--- src/rtl/csc_pkg.sv ---
package csc_pkg;

    // Register byte offsets on the APB
    localparam logic [7:0] OFS_STATUS = 8'h00;
    localparam logic [7:0] OFS_CORE_CTRL = 8'h04;
    localparam logic [7:0] OFS_INT_CTRL1 = 8'h08;
    localparam logic [7:0] OFS_IRQ_STATUS = 8'h0c;
    localparam logic [7:0] OFS_IRQ_MASK = 8'h10;

    // Status register field positions
    localparam int SR_OVF_A = 15;
    localparam int SR_OVF_B = 14;
    localparam int SR_SAT_A = 13;
    localparam int SR_SAT_B = 12;
    localparam int SR_OVF_AB = 11;
    localparam int SR_SAT_AB = 10;
    localparam int SR_IPL_LO = 5;
    localparam int SR_IPL_W = 3;
    localparam int SR_ALU_W = 4;

    // Core control register field positions
    localparam int CC_IPL_MSB = 3;
    localparam int CC_FRAME = 2;
    localparam int CC_ROUND = 1;
    localparam int CC_MULT = 0;

    // Interrupt control register 1 field position
    localparam int IC1_NEST_DIS = 15;

    // Event interrupt bits: overflow A, B, saturation A, B
    localparam int EVT_N = 4;

    // Reset values
    localparam logic [2:0] RST_IPL = 3'h0;
    localparam logic [3:0] RST_ALU = 4'h0;
    localparam logic [3:0] RST_EVT = 4'h0;
    localparam logic [15:0] RST_ZERO16 = 16'h0000;
    localparam logic [31:0] RST_ZERO32 = 32'h0000_0000;

    // Width of the accumulator-addressable data space offset
    localparam int EA_W = 16;
    localparam int PAGE_OFS_W = 15;

endpackage

--- src/rtl/csc_addr_gen.sv ---
`timescale 1ns/1ps
`default_nettype none

module csc_addr_gen
    import csc_pkg::*;
#(
    parameter int RPAG_W = 10,
    parameter int WPAG_W = 9
) (
    // Clock and reset
    input wire logic ref_clk,
    input wire logic reset,
    // Effective address request
    input wire logic ea_valid,
    input wire logic ea_frame_reg,
    input wire logic ea_write,
    input wire logic [EA_W-1:0] ea_addr,
    input wire logic [RPAG_W-1:0] read_page_reg,
    input wire logic [WPAG_W-1:0] write_page_reg,
    input wire logic stack_frame_active,
    // Resolved address
    output logic eff_valid,
    output logic [RPAG_W+PAGE_OFS_W-1:0] eff_addr
);

    localparam int EFF_W = RPAG_W + PAGE_OFS_W;

    if (RPAG_W <= WPAG_W || WPAG_W < 1) begin : g_bad_width
        $error("read page must be wider than write page");
    end

    // Candidate addresses: flat and paged
    wire logic [EFF_W-1:0] flat_addr = {{(EFF_W-EA_W){1'b0}}, ea_addr};
    wire logic [RPAG_W-1:0] page_sel = ea_write ?
        {{(RPAG_W-WPAG_W){1'b0}}, write_page_reg} : read_page_reg;
    wire logic [EFF_W-1:0] paged_addr = ea_addr[EA_W-1] ?
        {page_sel, ea_addr[PAGE_OFS_W-1:0]} : flat_addr;
    wire logic frame_flat = ea_frame_reg & stack_frame_active;
    wire logic [EFF_W-1:0] next_eff_addr = frame_flat ?
        flat_addr : paged_addr;

    // Address register
    always_ff @(posedge ref_clk) begin
        if (reset) begin
            eff_valid <= 1'b0;
            eff_addr <= '0;
        end else begin
            eff_valid <= ea_valid;
            eff_addr <= next_eff_addr;
        end
    end

    a_frame_flat: assert property (
        @(posedge ref_clk) disable iff (reset)
        ea_valid && ea_frame_reg && stack_frame_active
        |=> eff_addr == {{(EFF_W-EA_W){1'b0}}, $past(ea_addr)})
        else $error("frame register not flat while frame active");

    a_frame_paged: assert property (
        @(posedge ref_clk) disable iff (reset)
        ea_valid && ea_frame_reg && !stack_frame_active && ea_addr[EA_W-1]
        && !ea_write
        |=> eff_addr[EFF_W-1:PAGE_OFS_W] == $past(read_page_reg))
        else $error("frame register not paged while frame inactive");

    c_frame_flat: cover property (@(posedge ref_clk) disable iff (reset)
        ea_valid && frame_flat && ea_addr[EA_W-1]);

endmodule

`default_nettype wire

--- src/rtl/csc_core.sv ---
`timescale 1ns/1ps
`default_nettype none

// Notes on behaviour
// - Priority bits in status are read-only while nesting disable is set.
// - Status write alters clamped flags directly or by clearing combined bit.
// - Frame active: frame and stack pointers span 0x0000-0xFFFF unpaged.
// - Frame inactive: frame and stack pointers use normal paging.
// - Rounding select 1 gives biased rounding, 0 convergent rounding.
// - Multiplier mode 1 gives integer multiply, 0 fractional.
// - Priority level is the MSB bit above status bits 7 to 5.
module csc_core
    import csc_pkg::*;
#(
    parameter int ADDR_W = 8,
    parameter int RPAG_W = 10,
    parameter int WPAG_W = 9
) (
    // Clock and reset
    input wire logic ref_clk,
    input wire logic reset,
    // APB slave
    input wire logic [ADDR_W-1:0] paddr,
    input wire logic psel,
    input wire logic penable,
    input wire logic pwrite,
    input wire logic [31:0] pwdata,
    input wire logic [3:0] pstrb,
    output logic [31:0] prdata,
    output logic pready,
    output logic pslverr,
    // Accumulator events and frame active input from the datapath
    input wire logic acc_a_ovf_evt,
    input wire logic acc_b_ovf_evt,
    input wire logic acc_a_sat_evt,
    input wire logic acc_b_sat_evt,
    input wire logic frame_active_in,
    // Frame and stack pointer addressing
    input wire logic ea_valid,
    input wire logic ea_frame_reg,
    input wire logic ea_write,
    input wire logic [EA_W-1:0] ea_addr,
    input wire logic [RPAG_W-1:0] read_page_reg,
    input wire logic [WPAG_W-1:0] write_page_reg,
    output logic eff_valid,
    output logic [RPAG_W+PAGE_OFS_W-1:0] eff_addr,
    // Core mode outputs
    output logic [3:0] cpu_priority_level,
    output logic rounding_select,
    output logic mult_integer_mode,
    output logic stack_frame_active,
    output logic nesting_disable,
    output logic accum_a_overflow_flag,
    output logic accum_b_overflow_flag,
    output logic accum_a_clamped_flag,
    output logic accum_b_clamped_flag,
    output logic either_accum_overflow_flag,
    output logic either_accum_clamped_flag,
    // Interrupt
    output logic irq
);

    if (ADDR_W < 5) begin : g_bad_addr
        $error("address too narrow for the register map");
    end

    logic [SR_ALU_W-1:0] alu_flags;
    logic [EVT_N-1:0] irq_status;
    logic [EVT_N-1:0] irq_mask;

    // APB phase decode
    wire logic setup = psel & ~penable;
    wire logic wr_en = psel & penable & pready & pwrite;
    wire logic [7:0] ofs = 8'(paddr);
    wire logic sel_sr = ofs == OFS_STATUS;
    wire logic sel_cc = ofs == OFS_CORE_CTRL;
    wire logic sel_ic = ofs == OFS_INT_CTRL1;
    wire logic sel_is = ofs == OFS_IRQ_STATUS;
    wire logic sel_im = ofs == OFS_IRQ_MASK;
    wire logic addr_hit = sel_sr | sel_cc | sel_ic | sel_is | sel_im;

    // Byte lane write strobes
    wire logic wr_sr_lo = wr_en & sel_sr & pstrb[0];
    wire logic wr_sr_hi = wr_en & sel_sr & pstrb[1];
    wire logic wr_cc_lo = wr_en & sel_cc & pstrb[0];
    wire logic wr_ic_hi = wr_en & sel_ic & pstrb[1];
    wire logic wr_is_lo = wr_en & sel_is & pstrb[0];
    wire logic wr_im_lo = wr_en & sel_im & pstrb[0];

    // Writing zero to the combined clamped bit clears both clamped flags unless a datapath clamp event sets one
    wire logic sab_keep = pwdata[SR_SAT_AB];
    wire logic next_sat_a = acc_a_sat_evt |
        (wr_sr_hi ? pwdata[SR_SAT_A] & sab_keep : accum_a_clamped_flag);
    wire logic next_sat_b = acc_b_sat_evt |
        (wr_sr_hi ? pwdata[SR_SAT_B] & sab_keep : accum_b_clamped_flag);

    // Overflow flags: datapath set wins over a software write
    wire logic next_ovf_a = acc_a_ovf_evt |
        (wr_sr_hi ? pwdata[SR_OVF_A] : accum_a_overflow_flag);
    wire logic next_ovf_b = acc_b_ovf_evt |
        (wr_sr_hi ? pwdata[SR_OVF_B] : accum_b_overflow_flag);

    // Priority field write, status bits blocked while nesting is disabled; core control MSB is not
    wire logic ipl_wr = wr_sr_lo & ~nesting_disable;
    wire logic [2:0] next_ipl = ipl_wr ?
        pwdata[SR_IPL_LO +: SR_IPL_W] : cpu_priority_level[2:0];
    wire logic next_ipl_msb = wr_cc_lo ?
        pwdata[CC_IPL_MSB] : cpu_priority_level[3];

    // Sticky events, set wins over write-one-to-clear
    wire logic [EVT_N-1:0] evt = {acc_b_sat_evt & ~accum_b_clamped_flag,
        acc_a_sat_evt & ~accum_a_clamped_flag,
        acc_b_ovf_evt & ~accum_b_overflow_flag,
        acc_a_ovf_evt & ~accum_a_overflow_flag};
    wire logic [EVT_N-1:0] evt_clr = wr_is_lo ? pwdata[EVT_N-1:0] : '0;
    wire logic [EVT_N-1:0] next_irq_status = evt | (irq_status & ~evt_clr);
    wire logic [EVT_N-1:0] next_irq_mask = wr_im_lo ?
        pwdata[EVT_N-1:0] : irq_mask;

    // Register read views
    wire logic [15:0] sr_view = {accum_a_overflow_flag, accum_b_overflow_flag,
        accum_a_clamped_flag, accum_b_clamped_flag,
        either_accum_overflow_flag, either_accum_clamped_flag, 2'h0,
        cpu_priority_level[2:0], 1'b0, alu_flags};
    wire logic [15:0] cc_view = {12'h000, cpu_priority_level[3],
        stack_frame_active, rounding_select, mult_integer_mode};
    wire logic [15:0] ic_view = {nesting_disable, 15'h0000};
    wire logic [15:0] rd_view = sel_sr ? sr_view :
        sel_cc ? cc_view :
        sel_ic ? ic_view :
        sel_is ? {12'h000, irq_status} :
        sel_im ? {12'h000, irq_mask} : RST_ZERO16;

    // APB answer: one access cycle after each setup
    always_ff @(posedge ref_clk) begin
        if (reset) begin
            pready <= 1'b0;
            pslverr <= 1'b0;
            prdata <= RST_ZERO32;
        end else begin
            pready <= setup;
            pslverr <= setup & ~addr_hit;
            prdata <= (setup & ~pwrite) ? {16'h0000, rd_view} : RST_ZERO32;
        end
    end

    // Accumulator flags and combined flags
    always_ff @(posedge ref_clk) begin
        if (reset) begin
            accum_a_overflow_flag <= 1'b0;
            accum_b_overflow_flag <= 1'b0;
            accum_a_clamped_flag <= 1'b0;
            accum_b_clamped_flag <= 1'b0;
            either_accum_overflow_flag <= 1'b0;
            either_accum_clamped_flag <= 1'b0;
        end else begin
            accum_a_overflow_flag <= next_ovf_a;
            accum_b_overflow_flag <= next_ovf_b;
            accum_a_clamped_flag <= next_sat_a;
            accum_b_clamped_flag <= next_sat_b;
            either_accum_overflow_flag <= next_ovf_a | next_ovf_b;
            either_accum_clamped_flag <= next_sat_a | next_sat_b;
        end
    end

    // Priority level, ALU flags and core modes
    always_ff @(posedge ref_clk) begin
        if (reset) begin
            cpu_priority_level <= {1'b0, RST_IPL};
            alu_flags <= RST_ALU;
            rounding_select <= 1'b0;
            mult_integer_mode <= 1'b0;
            stack_frame_active <= 1'b0;
            nesting_disable <= 1'b0;
        end else begin
            cpu_priority_level <= {next_ipl_msb, next_ipl};
            alu_flags <= wr_sr_lo ? pwdata[SR_ALU_W-1:0] : alu_flags;
            rounding_select <= wr_cc_lo ? pwdata[CC_ROUND] :
                rounding_select;
            mult_integer_mode <= wr_cc_lo ? pwdata[CC_MULT] :
                mult_integer_mode;
            stack_frame_active <= frame_active_in;
            nesting_disable <= wr_ic_hi ? pwdata[IC1_NEST_DIS] :
                nesting_disable;
        end
    end

    // Event status, mask and interrupt line
    always_ff @(posedge ref_clk) begin
        if (reset) begin
            irq_status <= RST_EVT;
            irq_mask <= RST_EVT;
            irq <= 1'b0;
        end else begin
            irq_status <= next_irq_status;
            irq_mask <= next_irq_mask;
            irq <= |(next_irq_status & next_irq_mask);
        end
    end

    // Frame and stack pointer address resolution
    csc_addr_gen #(
        .RPAG_W(RPAG_W),
        .WPAG_W(WPAG_W)
    ) u_addr_gen (
        .ref_clk(ref_clk),
        .reset(reset),
        .ea_valid(ea_valid),
        .ea_frame_reg(ea_frame_reg),
        .ea_write(ea_write),
        .ea_addr(ea_addr),
        .read_page_reg(read_page_reg),
        .write_page_reg(write_page_reg),
        .stack_frame_active(stack_frame_active),
        .eff_valid(eff_valid),
        .eff_addr(eff_addr)
    );

    // Checks next to the logic they guard
    a_ipl_locked: assert property (
        @(posedge ref_clk) disable iff (reset)
        wr_sr_lo && nesting_disable
        |=> cpu_priority_level[2:0] == $past(cpu_priority_level[2:0]))
        else $error("priority bits changed while nesting disabled");

    a_ipl_written: assert property (
        @(posedge ref_clk) disable iff (reset)
        wr_sr_lo && !nesting_disable
        |=> cpu_priority_level[2:0] == $past(pwdata[7:5]))
        else $error("priority bits not written");

    a_sab_clear: assert property (
        @(posedge ref_clk) disable iff (reset)
        wr_sr_hi && !pwdata[SR_SAT_AB] && !acc_a_sat_evt && !acc_b_sat_evt
        |=> !accum_a_clamped_flag && !accum_b_clamped_flag
            && !either_accum_clamped_flag)
        else $error("clearing combined flag left a clamped flag set");

    a_round_mode: assert property (
        @(posedge ref_clk) disable iff (reset)
        wr_cc_lo |=> rounding_select == $past(pwdata[1]))
        else $error("rounding select not updated");

    a_mult_mode: assert property (
        @(posedge ref_clk) disable iff (reset)
        wr_cc_lo ##1 !wr_cc_lo[*2]
        |-> mult_integer_mode == $past(pwdata[0], 2))
        else $error("multiplier mode not held");

    a_prio_concat: assert property (
        @(posedge ref_clk) disable iff (reset)
        pready && !pwrite && sel_sr && !pslverr
        |-> prdata[7:5] == cpu_priority_level[2:0])
        else $error("status read priority bits mismatch");

    a_prio_msb: assert property (
        @(posedge ref_clk) disable iff (reset)
        wr_cc_lo |=> cpu_priority_level[3] == $past(pwdata[3]))
        else $error("priority msb not written");

    a_ovf_comb: assert property (
        @(posedge ref_clk) disable iff (reset)
        either_accum_overflow_flag
        == (accum_a_overflow_flag | accum_b_overflow_flag))
        else $error("combined overflow flag mismatch");

    a_ovf_set: assert property (
        @(posedge ref_clk) disable iff (reset)
        acc_b_ovf_evt |=> accum_b_overflow_flag && either_accum_overflow_flag)
        else $error("overflow event lost");

    a_sat_sticky: assert property (
        @(posedge ref_clk) disable iff (reset)
        accum_a_clamped_flag && !wr_sr_hi |=> either_accum_clamped_flag)
        else $error("combined clamped flag dropped");

    a_irq_level: assert property (@(posedge ref_clk) disable iff (reset)
        irq == |(irq_status & irq_mask))
        else $error("interrupt line does not match status and mask");

    a_apb_answer: assert property (@(posedge ref_clk) disable iff (reset)
        setup |=> pready ##1 !pready)
        else $error("apb answer not one cycle after setup");

    a_sat_set: assert property (
        @(posedge ref_clk) disable iff (reset)
        acc_b_sat_evt |=> accum_b_clamped_flag && either_accum_clamped_flag)
        else $error("clamp event lost");

    a_ovf_clear: assert property (
        @(posedge ref_clk) disable iff (reset)
        wr_sr_hi && !pwdata[SR_OVF_A] && !pwdata[SR_OVF_B]
        && !acc_a_ovf_evt && !acc_b_ovf_evt
        |=> !either_accum_overflow_flag)
        else $error("combined overflow flag not cleared");

    a_rdata_idle: assert property (@(posedge ref_clk) disable iff (reset)
        !pready |-> prdata == RST_ZERO32)
        else $error("read data not zero outside access");

    c_sab_clear: cover property (@(posedge ref_clk) disable iff (reset)
        accum_a_clamped_flag && wr_sr_hi && !pwdata[SR_SAT_AB]);

    c_ipl_blocked: cover property (@(posedge ref_clk) disable iff (reset)
        wr_sr_lo && nesting_disable);

    c_irq_raised: cover property (@(posedge ref_clk) disable iff (reset)
        $rose(irq));

    c_bad_addr: cover property (@(posedge ref_clk) disable iff (reset)
        pready && pslverr);

endmodule

`default_nettype wire

--- config.mk ---
export PLATFORM = sky130hd
export DESIGN_NAME = csc_core
export DESIGN_NICKNAME = d
export VERILOG_FILES = /design/src/rtl/csc_pkg.sv /design/src/rtl/csc_addr_gen.sv /design/src/rtl/csc_core.sv
export SDC_FILE = /design/constraint.sdc
export NUM_CORES = 1
export LEC_CHECK = 0
export BUFFER_PORTS_ARGS = -buffer_cell sky130_fd_sc_hd__buf_4
export CAP_MARGIN = 25
export CELL_PAD_IN_SITES_DETAIL_PLACEMENT = 1
export CELL_PAD_IN_SITES_GLOBAL_PLACEMENT = 1
export CORE_MARGIN = 1
export CORE_UTILIZATION = 33
export CTS_BUF_LIST = sky130_fd_sc_hd__clkbuf_4 sky130_fd_sc_hd__clkbuf_8
export DETAILED_ROUTE_END_ITERATION = 7
export GPL_TIMING_DRIVEN = 0
export HOLD_SLACK_MARGIN = 0.05
export MAX_ROUTING_LAYER = met4
export PLACE_DENSITY_LB_ADDON = 0.2
export RECOVER_POWER = 25
export SLEW_MARGIN = 20
export SYNTH_ARGS = -nofsm -noshare
export SYNTH_HDL_FRONTEND = slang
export SYNTH_SLANG_ARGS = --single-unit
export TNS_END_PERCENT = 20
--- constraint.sdc ---
create_clock -name ref_clk -period 4.2 [get_ports ref_clk]
set_input_delay 0.21 -clock ref_clk [delete_from_list [all_inputs] [get_ports ref_clk]]
set_output_delay 0.21 -clock ref_clk [all_outputs]
set_load 0.01 [all_outputs]
==> flow_summary.yaml, run 1 <==
run_status:
  status: "complete, no violations"
clock_network:
  path_clk_slew_ps: 70
  cts-resized-gates: 0
  cts_setup_buffers: 0
  cts_buffer_depth: 2
  clockRootBuffer: "clkbuf_8"
  cts_sinks: 68
  htree_levels: 3
  cts_buffers: 9
  clk_latency_ps: 340
  cts_tree: "built"
  hold_buffers: 0
synth:
  synthesis.area_um2: 2650
  yosysSeqAreaShare_pct: 51.3
  synth.largest_area_cell: "dfxtp_1"
  synth_warnings: 0
  syn_inst: 271
  synth-seq-cells: 68
  synth_area_per_cell_um2: 9.79
  synth.top_cell.area_share_pct: 51.3
  async_flop_share_pct: 0
  synth_edf_count: 0
  synthTopCellsByArea: "dfxtp_1, mux2i_1, buf_4"
  synthFlopType: "dfxtp_1"
  synth.distinct_cells: 39
global_route:
  antenna_found_initial: 0
  grt_pass1_vias: 2543
  grt_overflow_total: 0
  grt_max_degree: 13
  grt_first_pass_wirelength_mm: 12.2
  track_usage_pct: 19.7
sta:
  tightest_slew_ps: 703
  rsz0062_at_grt: "no"
  clock.fmax_mhz: 536
  slew_headroom_pct: 53.1
  drv_slew: 0
  post-route-min-period_ps: 1870
  fin_skew_ps: 6.72
  fin_tns_setup_ps: 0
  finalSetupViolCount: 0
  period_share_pct: 44.4
  hold_viol: 0
final_layout:
  final_cell_area_um2: 3940
  drive_gt1_share_pct: 35.9
  final_cells: 531
  postLayoutCoreUtil_pct: 50.7
  fill_cells: 950
  area_growth_pct: 48.5
  n_antenna_cell: 0
  final_nets: 516
die:
  die-area_um2: 8400
  fp.coreArea_um2: 7770
  die_h_um: 91.7
  initial_core_util_pct: 34.2
  rows: 32
  die_width_um: 91.7
  io_pins: 167
critical_path:
  cp.arrival_ps: 2070
  path_max_fanout: 7
  path_class: "flip-flop to flip-flop"
  start_kind: "flip-flop"
  endpoint_kind: "flip-flop"
  crit_required_ps: 4410
detailed_routing:
  drt_iter0_markers: 107
  wl_mm: 7.86
  via_count: 2453
  ant_nets: 0
  drt-pass1-iter-count: 4
  wl_per_cell_um: 14.8
  route.detailed.drc: 0
  routed_via_density: 4.62
pwr:
  p_leak_nw: 1.78
  p_per_area_nw_per_um2: 357
  finalPower_mw: 1.41
  ir_drop_v: 0.000138
placement:
  dp.cells: 515
  hpwl_mm: 6.15
  post_dp_cell_area_um2: 3780
  gp_congestion: 0.853
  port_buffers: 124
flow_run:
  max-cap-violations: 0
min_path:
  min_path_type: "input port to flip-flop"
-- stage by stage --
step / setup WS (ps) / hold WS, ps
floorplan: 2600 / 286
global placement: 2200 / 410
detailed placement: 2110 / 415
CTS: 2330 / 55.6
global route: 2170 / 72.7
finish: 2330 / 70.7
-- state kept, by name, indices dropped and copies added, names as in the netlist, 4 cells and up --
| signal | cells |
|---|---|
| u_addr_gen.eff_addr | 25 |
| prdata | 13 |
| cpu_priority_level | 4 |
| alu_flags | 4 |
| irq_status | 4 |
| irq_mask | 4 |
-- layout by cell type (no fill, tap or decap), drive strengths merged, types with 3 or more instances in the layout --
| cell | Yosys | layout |
|---|---|---|
| dfxtp | 68 | 68 |
| o21ai | 13 | 13 |
| nor2 | 30 | 30 |
| nor3b | 3 | 3 |
| nand2b | 13 | 13 |
| nor2b | 21 | 21 |
| mux2i | 20 | 20 |
| clkbuf | 9 | 33 |
| and2 | 10 | 10 |
| o22ai | 4 | 4 |
| buf | 20 | 131 |
| nor3 | 7 | 7 |
| inv | 4 | 5 |
| nand2 | 8 | 8 |
| a21oi | 11 | 11 |
| conb | 1 | 19 |
| a22oi | 4 | 4 |
-- worst max-delay path, stage by stage, from the launching register on --
cell	delay [ps]
dfxtp_1	340
and4_1	190
buf_1	270
nand2_1	260
and4bb_4	440
mux2i_1	200
nor2_1	50
-- logic make-up after synthesis --
logic type	Yosys count	share of synthesized area, %
and+or+nand+nor	110	25.0
DFF	68	51.3
AOI/OAI and AO/OA	39	8.68
buffers and inverters	33	7.35
muxes	20	7.54
other	1	0.141
-- cells in the mapped netlist, types with 2 or more instances --
cell	n
a21oi_1	11
a22oi_1	4
a31oi_1	2
a41oi_1	2
and2_1	10
buf_4	19
clkbuf_1	9
dfxtp_1	68
inv_1	4
mux2i_1	20
nand2_1	8
nand2b_1	13
nand3_1	2
nand3b_1	2
nand4_1	2
nand4b_1	2
nor2_1	30
nor2b_1	21
nor3_1	5
nor3b_1	2
o21ai_0	13
o22a_1	2
o22ai_1	4
-- cell type report --
type                       instances  area, um2  area share, %
sequential                        68       1360           34.5
multi-input combinational        188       1160           29.6
buffer                            29        180           4.57
inverter                           4       15.0          0.381
tap                              102        128           3.24
timing repair buffer             124        882           22.4
clock buffer                      11        151           3.84
clock inverter                     5       58.8           1.49
-- path summary, 6_finish.rpt --
path	end	slack, ps	start	cells past startpoint
max	mult_integer_mode	2330	pready	6
min	pready	70	penable	2
max reg2reg	mult_integer_mode	2330	pready	6
min reg2reg	prdata[10]	470	either_accum_clamped_flag	1
-- report_power, final --
group / switching [mW] / internal, mW
registers: 0.00855 / 0.666
clock network: 0.250 / 0.308
logic: 0.0795 / 0.0965
total: 0.338 / 1.07
-- per-layer routing --
layer  share of wire (%)  up-vias  global-route usage (%)  routed length (um)
li1                    -     1186                       -                   -
met1                  44     1159                    23.4                3420
met2                  49       96                    32.5                3870
met3                 5.5       12                    4.23                 430
met4                 1.7        0                    7.67                 137
met5                   0        -                       -                   0
(Power assumes the default switching activity.)
==> run 2, diff against run 1 <==
- ABC_AREA: not set -> 1
- CORE_UTILIZATION: 33 -> 26
- clock period: 4.2 -> 1.7 ns (I/O delays scaled with it)
==> flow_summary.yaml, run 2 <==
die:
  initial_core_util_pct: 26.7
  io_pins: 167
  fp.coreArea_um2: 9730
  die_width_um: 102
  die_h_um: 102
  rows: 36
  die-area_um2: 10400
sta:
  finalSetupViolCount: 0
  fin_skew_ps: 12.4
  clock.fmax_mhz: 655
  post-route-min-period_ps: 1530
  period_share_pct: 89.9
  rsz0062_at_grt: "no"
  drv_slew: 0
  fin_tns_setup_ps: 0
  setup_slack_ps: 172
  slew_headroom_pct: 66.0
  hold_viol: 0
  tightest_slew_ps: 510
pwr:
  switchingPower_mw: 0.890
  ir_drop_v: 0.000594
  seqPwrFrac_pct: 44.7
  comb_power_share_pct: 13.3
  clockPowerShare_pct: 42.1
  p_int_mw: 2.84
  netSwitchingFraction_pct: 23.9
  p_per_area_nw_per_um2: 833
  p_leak_nw: 2.21
clock_network:
  cts_buffer_depth: 2
  htree_levels: 3
  cts_tree: "built"
  clk_latency_ps: 350
  cts_buffers: 9
  cts_sinks: 68
  clockRootBuffer: "clkbuf_8"
  path_clk_slew_ps: 80
final_layout:
  largest_reg_flops: 25
  largestRegisters: "u_addr_gen.eff_addr (25), prdata (13)"
  largest_register: "u_addr_gen.eff_addr"
  postLayoutCoreUtil_pct: 46.0
  final_nets: 639
  drive_gt1_share_pct: 29.5
  n_antenna_cell: 0
  area_growth_pct: 72.0
  final_cell_mix: "buf_4, nand2_1, dfxtp_1"
  final_common_cell: "buf_4"
detailed_routing:
  wl_per_cell_um: 12.4
  route.detailed.drc: 0
  ant_nets: 0
  via_count: 2807
  routed_via_density: 4.10
  drt_iter0_markers: 38
  drt-pass1-iter-count: 4
  wl_mm: 8.48
synth:
  ys_top_cells_by_count: "nand2_1, dfxtp_1, inv_1, nor2_1, a21oi_1"
  synthFlopType: "dfxtp_1"
  yosysSeqAreaShare_pct: 52.4
  syn_inst: 342
  yosysMostFrequentCell: "nand2_1"
  synth.largest_area_cell: "dfxtp_1"
  synth_area_per_cell_um2: 7.60
  synth.top_cell.area_share_pct: 52.4
  synthTopCellsByArea: "dfxtp_1, nand2_1, inv_1"
  synth_edf_count: 0
  synth-seq-cells: 68
  synthesis.area_um2: 2600
  synth_warnings: 0
  async_flop_share_pct: 0
  synth.distinct_cells: 23
critical_path:
  crit_top_cell: "inv_2"
  slowest_delay_ps: 530
  path_delay_family: "buffers and inverters"
  path_class: "input port to flip-flop"
  cp.arrival_ps: 1780
  start_kind: "input port"
  slowest_stage: "dlygate4sd3_1"
  path_cells: "dlygate4sd3_1 > buf_4 > nand2_1 > nor3_4 > buf_4 > inv_2 > nor2_4 > inv_2 > nor2_4 > inv_2 > nor2_1 > nor2_1"
  crit_required_ps: 1950
  cp.buffers_inverters: 6
  endpoint_kind: "flip-flop"
  path_max_fanout: 9
flow_run:
  max-cap-violations: 0
global_route:
  grt_pass1_vias: 2803
  grt_max_degree: 13
  grt_first_pass_wirelength_mm: 12.6
  track_usage_pct: 16.6
  antenna_found_initial: 0
  grt_overflow_total: 0
placement:
  port_buffers: 123
  hpwl_mm: 6.07
  gp_congestion: 0.719
  place_ws_ps: 156
min_path:
  min_path_type: "input port to flip-flop"
run_status:
  status: "complete, no violations"
-- run 2: logic make-up after synthesis --
kind of cell / after synthesis / synth area share [%]
buf+inv: 79 / 14.2
flops: 68 / 52.4
simple gates: 142 / 23.1
other cells: 1 / 0.144
compound gates: 52 / 10.3
-- run 2: repair_timing --
action	4_1_cts	5_1_grt
hold buffers	51	0
endpoints found under the hold margin	43	0
setup buffers	0	2
endpoints found under the setup margin	0	6
gates resized for setup	0	2
-- run 2: power groups by stage --
stage          Combinational [mW]  Sequential (mW)  Clock (mW)
2_1_floorplan               0.155             1.72           0
3_3_place_gp                0.396             1.70           0
3_5_place_dp                0.406             1.70           0
4_1_cts                     0.497             1.67        1.62
5_1_grt                     0.542             1.67        1.68
6_report                    0.494             1.67        1.57
-- run 2: metal layers --
metal / vias up / global-route usage [%] / wire length (um)
met5: - / - / 0
met4: 0 / 8.13 / 188
met3: 16 / 3.56 / 401
met2: 83 / 29.6 / 4420
met1: 1291 / 17.4 / 3460
li1: 1417 / - / -
-- run 2: layout make-up --
cell class	count	area, um2
fill	1224	5260
multi-input combinational	213	942
timing repair buffer	176	1400
tap	133	166
buffer	24	161
inverter	55	206
clock buffer	11	151
clock inverter	5	83.8
sequential	68	1360
-- run 2: per-stage QoR --
step | power (mW) | cells | instance area [um2] | hold WS, ps
final | 3.73 | 685 | 4470 | 63.1
after global routing | 3.89 | 685 | 4470 | 67.1
after CTS | 3.78 | 683 | 4500 | 51.8
after detailed placement | 2.11 | 616 | 3760 | 293
after global placement | 2.10 | 616 | 3760 | 284
after floorplan | 1.88 | 360 | 2670 | 192
-- run 2: final timing paths --
kind | from | to | slack (ps) | cells past startpoint
worst min-delay path | penable | pslverr | 60 | 4
worst max-delay path | psel | cpu_priority_level[0] | 170 | 12
worst min register to register | either_accum_overflow_flag | prdata[11] | 430 | 2
worst max register to register | stack_frame_active | u_addr_gen.eff_addr[18] | 230 | 4
-- run 2: worst reg2reg max path, delay by kind of cell, from the launching register on --
family,cells,cell delay (ps)
buffers and inverters,1,570
AOI/OAI and AO/OA,1,200
DFF,1,330
and+or+nand+nor,2,300
==> run 3, diff against run 2 <==
- CORE_ASPECT_RATIO: not set -> 1.75
- GPL_ROUTABILITY_DRIVEN: not set -> 0
- GPL_TIMING_DRIVEN: 0 -> not set
==> flow_summary.yaml, run 3 (synthesis gave the netlist of run 2 again) <==
run_status:
  status: "finished, violations left"
  violations: "design-rule violations"
global_route:
  track_usage_pct: 17.7
  grt_max_degree: 27
  grt_first_pass_wirelength_mm: 13.5
  grt_pass1_vias: 2911
  grt_overflow_total: 0
  antenna_found_initial: 0
pwr:
  ir_drop_v: 0.000490
  finalPower_mw: 3.76
  p_per_area_nw_per_um2: 851
  p_leak_nw: 2.18
die:
  io_pins: 167
  rows: 48
  initial_core_util_pct: 26.6
  fp.coreArea_um2: 9790
  die_h_um: 134
  die-area_um2: 10400
  die_width_um: 77.6
detailed_routing:
  drt_iter0_markers: 78
  route.detailed.drc: 1
  routed_via_density: 4.24
  via_count: 2822
  wl_per_cell_um: 13.1
  wl_mm: 8.68
  ant_nets: 0
  drt-pass1-iter-count: 6
sta:
  drv_slew: 0
  rsz0062_at_grt: "yes"
  post-route-min-period_ps: 1570
  hold_viol: 0
  finalSetupViolCount: 0
  period_share_pct: 92.4
  hold_slack_ps: 73.1
  clock.fmax_mhz: 637
  fin_skew_ps: 6.91
  fin_tns_setup_ps: 0
clock_network:
  cts_buffers: 9
  cts_buffer_depth: 2
  path_clk_slew_ps: 70
  clockRootBuffer: "clkbuf_8"
  htree_levels: 3
  cts_setup_buffers: 0
  clk_latency_ps: 360
  cts_sinks: 68
  cts_tree: "built"
placement:
  hpwl_mm: 6.22
  port_buffers: 125
final_layout:
  final_cell_mix: "buf_4, nand2_1, dfxtp_1"
  final_nets: 627
  n_antenna_cell: 0
  largestRegisters: "u_addr_gen.eff_addr (25), prdata (13)"
  fill_cells: 1221
  largest_reg_flops: 25
  final_common_cell: "buf_4"
  postLayoutCoreUtil_pct: 45.1
  area_growth_pct: 69.8
  drive_gt1_share_pct: 28.7
  largest_register: "u_addr_gen.eff_addr"
critical_path:
  cp.arrival_ps: 1810
  endpoint_kind: "flip-flop"
  path_class: "input port to flip-flop"
  crit_required_ps: 1940
  start_kind: "input port"
  path_max_fanout: 5
min_path:
  min_path_type: "input port to flip-flop"
flow_run:
  max-cap-violations: 0
[run 3: final cells by class]
type	count	area (um2)	share of cell area [%]
repair buffers	188	1510	34.2
flip-flops and latches	68	1360	30.8
multi-input cells	213	942	21.3
inverters	55	206	4.68
well taps	125	156	3.54
clock buffers	9	124	2.81
clock inverters	7	115	2.61
[run 3: power by group]
part / switching (mW) / internal (mW) / leakage (nW)
logic: 0.205 / 0.264 / 1.50
registers: 0.0211 / 1.64 / 0.557
clock network: 0.657 / 0.968 / 0.115
total: 0.884 / 2.88 / 2.18
[run 3: final timing paths]
| kind | cells after the start | to | startpoint | slack [ps] |
|---|---|---|---|---|
| setup / recovery | 12 | irq | psel | 130 |
| hold / removal | 4 | pslverr | penable | 70 |
| setup reg to reg | 4 | u_addr_gen.eff_addr[23] | stack_frame_active | 210 |
| hold reg to reg | 2 | prdata[10] | either_accum_clamped_flag | 430 |
[run 3: through the flow]
stage / instances / instance area, um2 / worst slack [ps]
final: 665 / 4420 / 129
after global routing: 665 / 4420 / -15.6
after detailed placement: 594 / 3660 / 193
after global placement: 594 / 3660 / 190
after floorplan: 360 / 2670 / 319
after CTS: 665 / 4450 / 10.5
[run 3: layer usage]
metal / GRT usage, % / vias to the layer above / part of all wire [%]
met2: 35.3 / 103 / 59
met5: - / - / 0
met3: 3.61 / 16 / 4.5
li1: - / 1392 / -
met4: 9.12 / 0 / 2.4
met1: 15.0 / 1311 / 34
[run 3: repair_timing]
item | in CTS | in global routing
gates resized for setup | 0 | 2
hold buffers | 55 | 1
hold endpoints to repair | 48 | 1
setup endpoints to repair | 0 | 4
[run 3: critical path, cell delays in order]
cell and delay (ps):
dlygate4sd3_1 540, buf_4 110, nand2_1 100, nor3_4 330, buf_4 190, nand3_1 60, nand2_1 90, nand2_1 50
nand2_1 60, nand2_1 50, nor2_1 90, nor2_1 40
